[src/tw_consts.vh]
`ifndef TW_CONSTS_VH
`define TW_CONSTS_VH
// --------------------------------------------------------------
// Register indexes on the plain register port
// --------------------------------------------------------------
`define TW_REG_CON1 3'h0
`define TW_REG_CON2 3'h1
`define TW_REG_STAT 3'h2
`define TW_REG_BUF 3'h3
`define TW_REG_ADDR 3'h4
`define TW_REG_IFLAG 3'h5
// --------------------------------------------------------------
// Field positions
// --------------------------------------------------------------
`define TW_C1_WRITE_COLLISION_FLAG 7
`define TW_C1_OV 6
`define TW_C1_EN 5
`define TW_C1_CKP 4
`define TW_C2_GENERAL_CALL_ENABLE 7
`define TW_C2_ACKSTAT 6
`define TW_C2_ACKDT 5
`define TW_C2_RCEN 3
`define TW_C2_PEN 2
`define TW_C2_SEN 0
`define TW_ST_BF 0
`define TW_ST_UA 1
`define TW_ST_RW 2
`define TW_IF_BIT 0
// --------------------------------------------------------------
// Mode codes and fixed values
// --------------------------------------------------------------
`define TW_M_SL7 4'h6
`define TW_M_SL10 4'h7
`define TW_M_MST 4'h8
`define TW_M_FWM 4'hB
`define TW_M_SL7SP 4'hE
`define TW_M_SL10SP 4'hF
`define TW_RST_BYTE 8'h00
`define TW_GC_ADDR 8'h00
// --------------------------------------------------------------
// Timing: reload value = fosc / (4 * fscl) - 1
// --------------------------------------------------------------
`define TW_FOSC_HZ 25000000
`define TW_SCL_100K_HZ 100000
`define TW_SCL_400K_HZ 400000
`define TW_SCL_1M_HZ 1000000
`define TW_BRG_100K ((`TW_FOSC_HZ / (4 * `TW_SCL_100K_HZ)) - 1)
`define TW_BRG_400K ((`TW_FOSC_HZ / (4 * `TW_SCL_400K_HZ)) - 1)
`define TW_BRG_1M ((`TW_FOSC_HZ / (4 * `TW_SCL_1M_HZ)) - 1)
`endif

[src/tw_sync.v]
`timescale 1ns/1ns
// --------------------------------------------------------------
// Three-stage pin synchroniser with agreement filter
// --------------------------------------------------------------
module tw_sync #(
  parameter WIDTH = 2
) (
  input wire clk,
  input wire reset_n,
  input wire [WIDTH-1:0] pinIn,
  output reg [WIDTH-1:0] pinOut
);
  reg [WIDTH-1:0] s1_q;
  reg [WIDTH-1:0] s2_q;
  reg [WIDTH-1:0] s3_q;
  genvar i;

  // Idle bus level is high, so reset to ones to avoid a false start
  always @(posedge clk or negedge reset_n) begin
    if (!reset_n) begin
      s1_q <= {WIDTH{1'b1}};
      s2_q <= {WIDTH{1'b1}};
      s3_q <= {WIDTH{1'b1}};
    end else begin
      s1_q <= pinIn;
      s2_q <= s1_q;
      s3_q <= s2_q;
    end
  end

  // A change counts only once stages two and three agree
  generate
    for (i = 0; i < WIDTH; i = i + 1) begin : gFilt
      always @(posedge clk or negedge reset_n) begin
        if (!reset_n) begin
          pinOut[i] <= 1'b1;
        end else if (s2_q[i] == s3_q[i]) begin
          pinOut[i] <= s3_q[i];
        end
      end
    end
  endgenerate
endmodule

[src/tw_serial_port.v]
// Summary of operation
// [RL1] Master: buffer write while busy sets collision
// [RL2] Slave transmit: write while shifting sets collision
// [RL3] Receive into full buffer sets overflow
// [RL4] Enable bit hands pins to port
// [RL5] Slave holds clock low while release bit 0
// [RL6] Codes 0110/0111 select 7/10-bit slave
// [RL7] Code 1000 master, clock fosc/(4*(reload+1))
// [RL8] Codes 1110/1111 slave plus start/stop interrupt
// [RL9] Code 1011 firmware master, slave idle
// [RL10] All-zero address byte is general call
// [RL11] General call needs general call enable
// [RL12] Slave shifts 8 bits, compares both addresses
// [RL13] Match loads buffer, flag on ninth fall
// [RL14] 10-bit match sets update address flag
// [RL15] General call in 10-bit skips second half
// [RL16] Master makes clocks, start, stop; restart holds bus
// [RL17] Transmit address ends write bit 0
// [RL18] Receive: master acknowledges each byte
// [RL19] Reload divider reaches 100k, 400k, 1M
// [RL20] Start trigger, start, then interrupt flag
// [RL21] Master stores slave acknowledge in status
// [RL22] Flag at end of ninth clock
// [RL23] Stop trigger, flag once stop completes
//
// Decided for this implementation: the placing of the registers and the address-and-strobe port.
`timescale 1ns/1ns
`include "tw_consts.vh"
module tw_serial_port (
  input wire clk,
  input wire reset_n,
  input wire [2:0] regAddr,
  input wire [7:0] regWdata,
  input wire regWr,
  input wire regRd,
  output reg [7:0] regRdata,
  input wire sdaIn,
  output reg sdaOut,
  output reg sdaOe,
  input wire sclIn,
  output reg sclOut,
  output reg sclOe,
  output reg pinsOwned
);
  localparam M_IDLE = 3'd0;
  localparam M_START = 3'd1;
  localparam M_XFER = 3'd2;
  localparam M_ACK = 3'd3;
  localparam M_STOP = 3'd4;
  localparam S_IDLE = 3'd0;
  localparam S_ADDR = 3'd1;
  localparam S_ADDR2 = 3'd2;
  localparam S_RX = 3'd3;
  localparam S_TX = 3'd4;

  // --------------------------------------------------------------
  // Software visible state
  // --------------------------------------------------------------
  reg write_collision_flag_q, ov_q, en_q, ckp_q;
  reg [3:0] mode_q;
  reg general_call_enable_q, ackStat_q, ackDt_q, rcen_q, pen_q, sen_q;
  reg bf_q, ua_q, rw_q, intFlag_q;
  reg [7:0] buf_q, add_q;
  // Master sequencer
  reg [2:0] mSt_q;
  reg [1:0] mPh_q;
  reg [2:0] mBit_q;
  reg [7:0] mSr_q;
  reg mRx_q, mSdaLow_q, mSclLow_q;
  reg [7:0] brg_q;
  // Slave engine
  reg [2:0] sSt_q;
  reg [3:0] sCnt_q;
  reg [7:0] sSr_q, sTx_q;
  reg sAckPend_q, sInAck_q, sSdaLow_q, sSclLow_q;
  reg sclP_q, sdaP_q;
  wire [1:0] pinsS;
  wire sclS = pinsS[1];
  wire sdaS = pinsS[0];

  tw_sync #(.WIDTH(2)) uSync (
    .clk(clk),
    .reset_n(reset_n),
    .pinIn({sclIn, sdaIn}),
    .pinOut(pinsS)
  );

  // --------------------------------------------------------------
  // Decode
  // --------------------------------------------------------------
  wire isMst = (mode_q == `TW_M_MST) | (mode_q == `TW_M_FWM); // RL7 RL9
  wire is10 = (mode_q == `TW_M_SL10) | (mode_q == `TW_M_SL10SP); // RL6
  wire ssIrq = (mode_q == `TW_M_SL7SP) | (mode_q == `TW_M_SL10SP); // RL8
  wire isSl = en_q & (is10 | ssIrq | (mode_q == `TW_M_SL7)); // RL6 RL9
  wire wrBuf = regWr & (regAddr == `TW_REG_BUF);
  wire rise = sclS & ~sclP_q;
  wire fall = ~sclS & sclP_q;
  wire startDet = sclS & sclP_q & sdaP_q & ~sdaS;
  wire stopDet = sclS & sclP_q & ~sdaP_q & sdaS;
  wire [7:0] newByte = {sSr_q[6:0], sdaS};
  wire byteDone = isSl & rise & (sSt_q != S_IDLE) & (sCnt_q == 4'h7);
  wire gcHit = general_call_enable_q & (newByte == `TW_GC_ADDR); // RL10 RL11
  wire adHit = newByte[7:1] == add_q[7:1];
  wire mBusy = (mSt_q != M_IDLE) | sen_q | pen_q | rcen_q;
  // Quarter-bit tick; reload of N gives fosc / (4 * (N + 1)) on the line
  wire tick = (brg_q == 8'h00); // RL7 RL19
  // Master waits in the high phase while someone stretches the clock
  wire mGo = en_q & isMst & tick & ~((mPh_q == 2'd2) & ~sclS);
  wire [2:0] txIdx = 3'd7 - sCnt_q[2:0];

  // --------------------------------------------------------------
  // Reload divider, runs only while the master sequencer is busy
  // --------------------------------------------------------------
  always @(posedge clk or negedge reset_n) begin
    if (!reset_n) begin
      brg_q <= `TW_RST_BYTE;
    end else if (tick | ~mBusy) begin
      brg_q <= add_q; // RL7 RL19
    end else begin
      brg_q <= brg_q - 8'h01;
    end
  end

  // --------------------------------------------------------------
  // Registers, master and slave engines
  // --------------------------------------------------------------
  // Software writes come first so that hardware sets later win
  always @(posedge clk or negedge reset_n) begin
    if (!reset_n) begin
      write_collision_flag_q <= 1'b0;
      ov_q <= 1'b0;
      en_q <= 1'b0;
      ckp_q <= 1'b0;
      mode_q <= 4'h0;
      general_call_enable_q <= 1'b0;
      ackStat_q <= 1'b0;
      ackDt_q <= 1'b0;
      rcen_q <= 1'b0;
      pen_q <= 1'b0;
      sen_q <= 1'b0;
      bf_q <= 1'b0;
      ua_q <= 1'b0;
      rw_q <= 1'b0;
      intFlag_q <= 1'b0;
      buf_q <= `TW_RST_BYTE;
      add_q <= `TW_RST_BYTE;
      mSt_q <= M_IDLE;
      mPh_q <= 2'd0;
      mBit_q <= 3'd0;
      mSr_q <= `TW_RST_BYTE;
      mRx_q <= 1'b0;
      mSdaLow_q <= 1'b0;
      mSclLow_q <= 1'b0;
      sSt_q <= S_IDLE;
      sCnt_q <= 4'h0;
      sSr_q <= `TW_RST_BYTE;
      sTx_q <= `TW_RST_BYTE;
      sAckPend_q <= 1'b0;
      sInAck_q <= 1'b0;
      sSdaLow_q <= 1'b0;
      sSclLow_q <= 1'b0;
      sclP_q <= 1'b1;
      sdaP_q <= 1'b1;
    end else begin
      sclP_q <= sclS;
      sdaP_q <= sdaS;
      // Software side
      if (regWr) begin
        case (regAddr)
          `TW_REG_CON1: begin
            write_collision_flag_q <= regWdata[`TW_C1_WRITE_COLLISION_FLAG];
            ov_q <= regWdata[`TW_C1_OV];
            en_q <= regWdata[`TW_C1_EN];
            ckp_q <= regWdata[`TW_C1_CKP];
            mode_q <= regWdata[3:0];
          end
          `TW_REG_CON2: begin
            general_call_enable_q <= regWdata[`TW_C2_GENERAL_CALL_ENABLE];
            ackDt_q <= regWdata[`TW_C2_ACKDT];
            rcen_q <= rcen_q | regWdata[`TW_C2_RCEN];
            pen_q <= pen_q | regWdata[`TW_C2_PEN];
            sen_q <= sen_q | regWdata[`TW_C2_SEN]; // RL20 RL23
          end
          `TW_REG_ADDR: begin
            add_q <= regWdata;
            ua_q <= 1'b0; // RL14
          end
          `TW_REG_IFLAG: begin
            if (!regWdata[`TW_IF_BIT]) begin
              intFlag_q <= 1'b0;
            end
          end
          default: begin
          end
        endcase
      end
      if (regRd && regAddr == `TW_REG_BUF) begin
        bf_q <= 1'b0;
      end
      // Buffer writes: master load, slave load, or collision
      if (wrBuf) begin
        if (isMst && en_q) begin
          if (mBusy) begin
            write_collision_flag_q <= 1'b1; // RL1
          end else begin
            buf_q <= regWdata;
            bf_q <= 1'b1;
            mSr_q <= regWdata; // RL17 RL18
            mRx_q <= 1'b0;
            mSt_q <= M_XFER;
            mPh_q <= 2'd0;
            mBit_q <= 3'd0;
          end
        end else if (sSt_q == S_TX && (sCnt_q != 4'h0 || sInAck_q)) begin
          write_collision_flag_q <= 1'b1; // RL2
        end else begin
          buf_q <= regWdata;
          if (sSt_q == S_TX) begin
            sTx_q <= regWdata;
            bf_q <= 1'b1;
            sSdaLow_q <= ~regWdata[7];
          end
        end
      end
      // Master sequencer, four quarter-bit phases per bit
      if (mGo) begin
        mPh_q <= mPh_q + 2'd1;
        case (mSt_q)
          M_IDLE: begin
            mPh_q <= 2'd0;
            // Start from a held bus becomes a repeated start
            if (sen_q) begin
              mSt_q <= M_START; // RL16 RL20
            end else if (pen_q) begin
              mSt_q <= M_STOP; // RL23
            end else if (rcen_q) begin
              mSt_q <= M_XFER;
              mRx_q <= 1'b1;
              mBit_q <= 3'd0;
            end
          end
          M_START: begin
            case (mPh_q)
              2'd0: mSdaLow_q <= 1'b0;
              2'd1: mSclLow_q <= 1'b0;
              2'd2: mSdaLow_q <= 1'b1;
              default: begin
                mSclLow_q <= 1'b1;
                sen_q <= 1'b0;
                intFlag_q <= 1'b1; // RL20
                mSt_q <= M_IDLE;
              end
            endcase
          end
          M_XFER: begin
            case (mPh_q)
              2'd0: mSdaLow_q <= ~mRx_q & ~mSr_q[7]; // RL17
              2'd1: mSclLow_q <= 1'b0;
              2'd2: mSr_q <= {mSr_q[6:0], sdaS};
              default: begin
                mSclLow_q <= 1'b1;
                mBit_q <= mBit_q + 3'd1;
                if (mBit_q == 3'd7) begin
                  mSt_q <= M_ACK;
                  if (mRx_q) begin
                    if (bf_q) begin
                      ov_q <= 1'b1; // RL3
                    end else begin
                      buf_q <= mSr_q;
                      bf_q <= 1'b1;
                    end
                  end else begin
                    bf_q <= 1'b0;
                  end
                end
              end
            endcase
          end
          M_ACK: begin
            case (mPh_q)
              2'd0: mSdaLow_q <= mRx_q & ~ackDt_q; // RL18
              2'd1: mSclLow_q <= 1'b0;
              2'd2: begin
                if (!mRx_q) begin
                  ackStat_q <= sdaS; // RL21
                end
              end
              default: begin
                mSclLow_q <= 1'b1;
                intFlag_q <= 1'b1; // RL22
                rcen_q <= 1'b0;
                mSt_q <= M_IDLE;
              end
            endcase
          end
          default: begin
            case (mPh_q)
              2'd0: mSdaLow_q <= 1'b1;
              2'd1: mSclLow_q <= 1'b0;
              2'd2: mSdaLow_q <= 1'b0;
              default: begin
                pen_q <= 1'b0;
                intFlag_q <= 1'b1; // RL23
                mSt_q <= M_IDLE;
              end
            endcase
          end
        endcase
      end
      if (!en_q || !isMst) begin
        mSt_q <= M_IDLE;
        mSdaLow_q <= 1'b0;
        mSclLow_q <= 1'b0;
      end
      // Slave: clock stretch latches low once the line is low
      sSclLow_q <= isSl & (sSt_q != S_IDLE) & ~ckp_q & (sSclLow_q | ~sclS); // RL5
      if (isSl && rise && sSt_q != S_IDLE) begin
        if (sCnt_q != 4'h8) begin
          sSr_q <= newByte; // RL12
          sCnt_q <= sCnt_q + 4'h1;
        end else begin
          sCnt_q <= 4'h0;
          if (sSt_q == S_TX) begin
            if (sdaS) begin
              sSt_q <= S_IDLE;
            end else begin
              sInAck_q <= 1'b1;
            end
          end
        end
      end
      if (byteDone) begin
        case (sSt_q)
          S_ADDR: begin
            if (gcHit) begin
              buf_q <= newByte; // RL13
              bf_q <= 1'b1;
              sAckPend_q <= 1'b1;
              rw_q <= 1'b0;
              sSt_q <= S_RX; // RL15
            end else if (adHit) begin
              buf_q <= newByte;
              bf_q <= ~newByte[0];
              sAckPend_q <= 1'b1;
              rw_q <= newByte[0];
              if (newByte[0]) begin
                sSt_q <= S_TX;
              end else if (is10) begin
                ua_q <= 1'b1; // RL14
                sSt_q <= S_ADDR2;
              end else begin
                sSt_q <= S_RX;
              end
            end else begin
              sSt_q <= S_IDLE;
            end
          end
          S_ADDR2: begin
            if (newByte == add_q) begin
              buf_q <= newByte;
              bf_q <= 1'b1;
              sAckPend_q <= 1'b1;
              ua_q <= 1'b1; // RL14
              sSt_q <= S_RX;
            end else begin
              sSt_q <= S_IDLE;
            end
          end
          S_RX: begin
            if (bf_q) begin
              ov_q <= 1'b1; // RL3
            end else begin
              buf_q <= newByte;
              bf_q <= 1'b1;
              sAckPend_q <= 1'b1;
            end
          end
          default: begin
            bf_q <= 1'b0;
          end
        endcase
      end
      if (isSl && fall) begin
        if (sAckPend_q) begin
          sSdaLow_q <= 1'b1;
          sAckPend_q <= 1'b0;
          sInAck_q <= 1'b1;
        end else if (sInAck_q) begin
          // End of the ninth bit: release data, flag software
          sSdaLow_q <= 1'b0;
          sInAck_q <= 1'b0;
          intFlag_q <= 1'b1; // RL13
          if (sSt_q == S_TX) begin
            ckp_q <= 1'b0; // RL5
          end
        end else if (sSt_q == S_TX && sCnt_q != 4'h0) begin
          sSdaLow_q <= (sCnt_q == 4'h8) ? 1'b0 : ~sTx_q[txIdx]; // RL2
        end
      end
      if (isSl && startDet) begin
        sSt_q <= S_ADDR; // RL12
        sCnt_q <= 4'h0;
        sSdaLow_q <= 1'b0;
        sAckPend_q <= 1'b0;
        sInAck_q <= 1'b0;
      end
      if (isSl && stopDet) begin
        sSt_q <= S_IDLE;
        sSdaLow_q <= 1'b0;
      end
      if (isSl && ssIrq && (startDet || stopDet)) begin
        intFlag_q <= 1'b1; // RL8
      end
      if (!isSl) begin
        sSt_q <= S_IDLE; // RL9
        sSdaLow_q <= 1'b0;
      end
    end
  end

  // --------------------------------------------------------------
  // Pins and read data
  // --------------------------------------------------------------
  // Open drain: outputs stay low, enables pull the wire down
  always @(posedge clk or negedge reset_n) begin
    if (!reset_n) begin
      sdaOut <= 1'b0;
      sclOut <= 1'b0;
      sdaOe <= 1'b0;
      sclOe <= 1'b0;
      pinsOwned <= 1'b0;
    end else begin
      sdaOut <= 1'b0;
      sclOut <= 1'b0;
      sdaOe <= en_q & (mSdaLow_q | sSdaLow_q); // RL4
      sclOe <= en_q & (mSclLow_q | sSclLow_q); // RL4 RL16
      pinsOwned <= en_q; // RL4
    end
  end

  // Read data stands only in the cycle after the strobe
  always @(posedge clk or negedge reset_n) begin
    if (!reset_n) begin
      regRdata <= `TW_RST_BYTE;
    end else if (regRd) begin
      case (regAddr)
        `TW_REG_CON1: regRdata <= {write_collision_flag_q, ov_q, en_q, ckp_q, mode_q};
        `TW_REG_CON2: regRdata <= {general_call_enable_q, ackStat_q, ackDt_q, 1'b0,
                                   rcen_q, pen_q, 1'b0, sen_q};
        `TW_REG_STAT: regRdata <= {5'h00, rw_q, ua_q, bf_q};
        `TW_REG_BUF: regRdata <= buf_q;
        `TW_REG_ADDR: regRdata <= add_q;
        `TW_REG_IFLAG: regRdata <= {7'h00, intFlag_q};
        default: regRdata <= `TW_RST_BYTE;
      endcase
    end else begin
      regRdata <= `TW_RST_BYTE;
    end
  end
endmodule

[config.mk]
export PLATFORM = sky130hd
export DESIGN_NAME = tw_serial_port
export DESIGN_NICKNAME = d
export VERILOG_FILES = /design/src/tw_sync.v /design/src/tw_serial_port.v
export VERILOG_INCLUDE_DIRS = /design/src
export SDC_FILE = /design/constraint.sdc
export NUM_CORES = 1
export LEC_CHECK = 0
export ABC_CLOCK_PERIOD_IN_PS = 2240
export BUFFER_PORTS_ARGS = -buffer_cell sky130_fd_sc_hd__buf_4
export CAP_MARGIN = 20
export CORE_UTILIZATION = 30
export CTS_BUF_LIST = sky130_fd_sc_hd__clkbuf_4
export CTS_CLUSTER_DIAMETER = 120
export DETAILED_ROUTE_END_ITERATION = 8
export PLACE_DENSITY = 0.54
export SYNTH_ARGS = -nofsm -noshare
export SYNTH_HDL_FRONTEND = slang
export SYNTH_SLANG_ARGS = --single-unit
[constraint.sdc]
create_clock -name clk -period 2.24 [get_ports clk]
set_input_delay 0.112 -clock clk [delete_from_list [all_inputs] [get_ports clk]]
set_output_delay 0.112 -clock clk [all_outputs]
set_load 0.05 [all_outputs]
==> results of run 1 <==
==> cell usage after synthesis (2+ instances only) <==
cell / number
a22oi_1: 2
a21o_1: 4
o32ai_1: 9
xor2_1: 10
nor2b_1: 8
dfrtp_1: 98
or2_2: 2
and3_1: 4
mux4_2: 2
a22o_1: 3
ha_1: 9
buf_2: 8
inv_1: 28
o21ai_0: 43
o221ai_1: 3
clkbuf_1: 15
nor4_1: 8
and2_1: 15
or3_1: 6
a31oi_1: 2
mux2_2: 29
nand2b_1: 3
nor3_1: 16
dfstp_2: 10
mux2i_1: 22
a21oi_1: 24
o21ai_1: 2
a221oi_1: 9
a221o_1: 2
xnor2_1: 4
nor3_2: 2
nor3b_1: 3
buf_4: 2
nand2_1: 52
nand4_1: 6
a211oi_1: 4
nand3_1: 16
maj3_1: 2
nor2_1: 40
o21a_1: 3
o41ai_1: 2
o22ai_1: 3
o31ai_1: 7
==> cell families (layout without fill, tap and decap cells) <==
| group | count (synthesis) | count (layout) |
|---|---|---|
| AND/OR/NAND/NOR | 193 | 193 |
| buffers and inverters | 55 | 149 |
| AO/OA/AOI/OAI | 132 | 132 |
| flip-flops | 108 | 108 |
| adder cells (fa/ha/maj) | 11 | 11 |
| multiplexers | 54 | 54 |
| XOR/XNOR | 14 | 14 |
| other | 1 | 2 |
==> worst register-to-register path, cell delays in order, from the launching register on <==
cell	delay, ps
dfrtp_1	410
nand3b_1	190
or2_4	270
or3_4	430
buf_12	170
nor4_2	250
mux2_2	360
==> worst max-delay path by stage <==
stage | to | depth (start not counted)
2_1_floorplan | buf_q[0] | 7
3_3_place_gp | ackStat_q | 6
3_5_place_dp | ackStat_q | 6
4_1_cts | ackStat_q | 6
5_1_grt | ackStat_q | 6
6_report | ackStat_q | 6
==> sequential cells by signal (all words and copies together) (netlist names), 2 cells and up <==
| register | flops |
|---|---|
| mPh_q | 2 |
| mBit_q | 3 |
| uSync.s1_q | 2 |
| brg_q | 8 |
| uSync.pinOut | 2 |
| uSync.s2_q | 2 |
| mSt_q | 3 |
| sSt_q | 3 |
| add_q | 8 |
| sTx_q | 8 |
| regRdata | 8 |
| sSr_q | 7 |
| buf_q | 8 |
| mSr_q | 8 |
| uSync.s3_q | 2 |
| mode_q | 4 |
| sCnt_q | 4 |
==> routing by layer <==
metal  track usage  wire length [µm]
met1         0.252              7970
met4        0.0468               295
met5             0                 0
met3        0.0413               862
met2         0.280              7750
==> layout make-up <==
| cell class | count | area share |
|---|---|---|
| inverters | 28 | 0.0151 |
| well taps | 229 | 0.0411 |
| clock buffers | 11 | 0.0119 |
| clock inverters | 5 | 0.0110 |
| repair buffers | 105 | 0.124 |
| multi-input cells | 406 | 0.407 |
| flip-flops and latches | 108 | 0.390 |
==> repair_timing <==
item | 4_1_cts | 5_1_grt
endpoints found under the hold margin | 88 | 0
pin swaps | 3 | 9
hold buffers | 13 | 0
gates cloned | 0 | 1
setup endpoints to repair | 21 | 29
setup buffers | 0 | 1
resized for setup | 4 | 25
==> power groups by stage <==
| stage | Clock, mW | Combinational [mW] | Sequential [mW] |
|---|---|---|---|
| after global routing | 1.26 | 1.41 | 2.45 |
| after detailed placement | 0 | 1.22 | 2.45 |
| after global placement | 0 | 1.19 | 2.43 |
| after CTS | 1.19 | 1.25 | 2.41 |
| after floorplan | 0 | 0.618 | 2.46 |
| final | 1.13 | 1.28 | 2.42 |
==> impl_metrics.yaml, run 1 <==
grt:
  gr-total-overflow: 0
  track_usage: 0.180
  antenna_found_initial: 0
  grt_pass1_vias: 4827
  grt_pass1_wl_um: 26800
  grt_start_max_net_pins: 47
pwr:
  power.density_nw_per_um2: 694
  clock_power_share: 0.234
  p_leak_nw: 2.95
  intPower_mw: 3.28
  power_frac_seq: 0.501
  p_sw_mw: 1.55
  ir_drop_v: 0.000244
  power_mw: 4.84
  swShare: 0.321
  combinationalPowerShare: 0.265
setup_path:
  ff2ff_setup_slack_ps: 70
  crit_path_end_kind: "flip-flop"
  critical-path-max-stage-delay_ps: 430
  r2r-end: "ackStat_q"
  critPathKind: "flip-flop to flip-flop"
  r2r_cells: 6
  path_max_fanout: 12
  worst_ep_arrival_time_ps: 2580
  slowest_stage: "or3_4"
  path_buf_inv: 1
  rr_startpoint: "mode_q[2]"
  critPathLaunchType: "flip-flop"
  path_cells: "nand3b_1, or2_4, or3_4, buf_12, nor4_2, mux2_2"
  crit_required_ps: 2650
  path_delay_family: "simple AND/OR/NAND/NOR gates"
  critPathLaunch: "mode_q[2]"
timing:
  holdWs_ps: 94.4
  final_max_slew_viol_count: 0
  grt_setup_unrepaired: "true"
  relSlewSlack: 0.561
  postLayoutSetupSlackWorst_ps: 68.5
  setup-tns-final_ps: 0
  period_needed_ps: 2170
  max_freq_mhz: 461
  setup_viol: 0
  finalCritPeriodShare: 0.969
  tightest_slew_ps: 659
  hold_viol: 0
  skew_ps: 28.5
placement:
  io_buffer_count: 27
  gp_congestion: 0.912
  placed_area_um2: 6540
  dp.cells: 861
  dp_hpwl_um: 12500
  pre_cts_slack_ps: -103
detailed_routing:
  drtIter0Drc: 498
  wl_um: 16900
  ant_nets: 0
  dr.pass1.iters: 5
  vias_per_cell: 5.31
  post_drt_wl_per_cell_um: 18.9
  drc: 0
  vias: 4737
cells_and_area:
  multi_input_area_um2: 2840
  final_util: 0.381
  design_area_um2: 6970
  mostFrequentLayoutCells: "dfrtp_1, buf_4, nand2_1"
  drive_gt1_frac: 0.270
  num-nets-final: 684
  final_cells: 892
  ff_latch_area_um2: 2720
  area_growth_pct: 22.9
  diodes: 0
  fill_cells: 1832
  final_common_cell: "dfrtp_1"
synth:
  yosys-top-cells-area: "dfrtp_1, mux2_2, dfstp_2"
  synth.distinct_cells: 69
  netlist_instances: 568
  postSynthAreaPerCell_um2: 9.98
  synthSimpleGateAreaFrac: 0.174
  synth_area_um2: 5670
  synth_warnings: 0
  synthArstFlopShare: 1.00
  yosys.area_share.adder: 0.0234
  yosysTopAreaCellShare: 0.432
  synth-compound-area-share: 0.152
  yosys.area_share.xor_xnor: 0.0216
  ys_seq_area_frac: 0.479
  muxShareOfSynthArea: 0.108
  yosysTopAreaCell: "dfrtp_1"
  synth-main-ff-cell: "dfrtp_1"
  synth_top_family_by_area: "simple AND/OR/NAND/NOR gates"
  synth_edf_count: 0
  ys_ff_latch: 108
cts:
  cts_buffer_depth: 2
  root_buffer: "clkbuf_4"
  clk_pin_slew_ps: 170
  cts_sinks: 108
  htreeDepth: 3
  cts_buffers: 9
  cts_tree: "done"
  worstSkewPairLatency_ps: 510
floorplan:
  io_pins: 30
  dieWidth_um: 139
  rows: 49
  start_util: 0.310
  core_um2: 18300
  dieArea_um2: 19500
  die_y_um: 139
worst_hold_path:
  worstHoldStart: "regWr"
  min_path_type: "input pin to flip-flop"
  hold_depth: 3
  whs_endpoint: "write_collision_flag_q"
flow_run:
  max_cap_violations: 0
run_status:
  status: "completed"
(Power assumes the default switching activity.)
==> run 2: changes to the inputs <==
- ABC_CLOCK_PERIOD_IN_PS: 2240 -> 2400
- PLACE_DENSITY: 0.54 -> 0.52
- clock period: 2.24 -> 2.4 ns (I/O delays scaled with it)
==> run 2 against run 1 <==
Net effect: hold slack got worse by 60 ps; design area decreased by 3.8%; sequential power decreased by 6%; global-route usage increased by 0.11 points; combinational power decreased by 16%; register-to-register slack improved by 50 ps; die area unchanged; wire length decreased by 0.77%; sequential share of layout area increased by 1.5 points; worst setup slack improved by 54 ps; critical endpoint unchanged.
==> impl_metrics.yaml, run 2 (synthesis gave the netlist of run 1 again) <==
run_status:
  status: "completed"
cells_and_area:
  final_common_cell: "dfrtp_1"
  mostFrequentLayoutCells: "dfrtp_1, buf_4, nand2_1"
  final_util: 0.367
  num-nets-final: 663
  final_cells: 872
  area_growth_pct: 18.2
  drive_gt1_frac: 0.235
cts:
  clk_pin_slew_ps: 170
  cts_tree: "done"
  cts_buffer_depth: 2
  worstSkewPairLatency_ps: 510
  cts_buffers: 9
  post_cts_buffers: 0
  cts_sinks: 108
  htreeDepth: 3
  root_buffer: "clkbuf_4"
grt:
  groute.layer.met1.usage: 0.255
  track_usage: 0.181
  busiest_layer: "met2"
  gr-total-overflow: 0
  antenna_found_initial: 1
  grt_pass1_vias: 4688
  grt_start_max_net_pins: 55
  grtUsageMet3: 0.0430
  grt_use_met2: 0.274
  grt_pass1_wl_um: 26800
detailed_routing:
  post_drt_wl_per_cell_um: 19.2
  ant_nets: 0
  vias: 4673
  wl_um: 16800
  dr.pass1.iters: 4
  drtIter0Drc: 322
  vias_per_cell: 5.36
  drc: 0
timing:
  hold_viol: 0
  setup-tns-final_ps: 0
  grt_setup_unrepaired: "false"
  skew_ps: 16.0
  final_max_slew_viol_count: 0
  relSlewSlack: 0.500
  setup_viol: 0
  max_freq_mhz: 439
  finalCritPeriodShare: 0.949
  tightest_slew_ps: 745
  holdWs_ps: 34.7
  postLayoutSetupSlackWorst_ps: 123
  period_needed_ps: 2280
setup_path:
  critPathKind: "flip-flop to flip-flop"
  critPathLaunchType: "flip-flop"
  path_max_fanout: 5
  ff2ff_setup_slack_ps: 120
  r2r_cells: 6
  crit_required_ps: 2800
  worst_ep_arrival_time_ps: 2680
  crit_path_end_kind: "flip-flop"
pwr:
  swShare: 0.334
  intPower_mw: 2.86
  power_frac_seq: 0.531
  p_leak_nw: 2.80
  ir_drop_v: 0.000221
  p_sw_mw: 1.43
  power.density_nw_per_um2: 641
  combinationalPowerShare: 0.249
  clock_power_share: 0.220
floorplan:
  start_util: 0.310
  io_pins: 30
  dieArea_um2: 19500
  core_um2: 18300
  rows: 49
  dieWidth_um: 139
  die_y_um: 139
placement:
  dp_hpwl_um: 12300
  io_buffer_count: 27
  gp_congestion: 0.873
  dp.cells: 843
  pre_cts_slack_ps: -92.6
worst_hold_path:
  hold_depth: 2
  min_path_type: "input pin to flip-flop"
flow_run:
  max_cap_violations: 0
run 2: area by class of cell:
type | instances | area (µm²)
Fill cell | 1881 | 11600
Multi-Input combinational cell | 406 | 2790
Sequential cell | 108 | 2720
Timing Repair Buffer | 84 | 673
Tap cell | 229 | 287
Inverter | 28 | 105
Clock buffer | 10 | 75.1
Clock inverter | 6 | 55.1
Antenna cell | 1 | 2.50
run 2: worst max-delay path: stages (launching register included):
cell and delay, ps:
dfrtp_1 480, nor4_4 280, nand3_2 150, or3_4 450
buf_4 170, nor4_2 270, mux2_2 360
run 2: per-layer routing:
metal,part of all wire,up-vias
met5,0,-
met3,0.045,18
li1,-,2181
met4,0.021,0
met2,0.45,114
met1,0.48,2360
run 2: path summary, 6_finish.rpt:
path | from | endpoint
worst max-delay path | brg_q[5] | ackStat_q
worst max register to register | brg_q[5] | ackStat_q
worst min register to register | uSync.s1_q[0] | uSync.s2_q[0]
worst min-delay path | regAddr[0] | regRdata[2]
min in group asynchronous | reset_n | ov_q
max in group asynchronous | reset_n | uSync.s3_q[0]
run 2: what timing repair did:
item / 4_1_cts / 5_1_grt
pin swaps: 0 / 1
gates resized for setup: 4 / 8
endpoints found under the hold margin: 82 / 0
hold buffers: 12 / 0
setup endpoints to repair: 17 / 22
run 2: power by group through the flow:
stage	logic [mW]	clock network [mW]	registers, mW
3_3_place_gp	1.03	0	2.28
5_1_grt	1.18	1.05	2.31
6_report	1.07	0.946	2.28
4_1_cts	1.06	0.983	2.26
2_1_floorplan	0.577	0	2.30
3_5_place_dp	1.04	0	2.30
run 2: through the flow:
stage	cell area [µm²]	power (mW)
2_1_floorplan	5670	2.87
3_3_place_gp	6390	3.31
3_5_place_dp	6390	3.34
4_1_cts	6660	4.31
5_1_grt	6700	4.53
6_report	6700	4.30
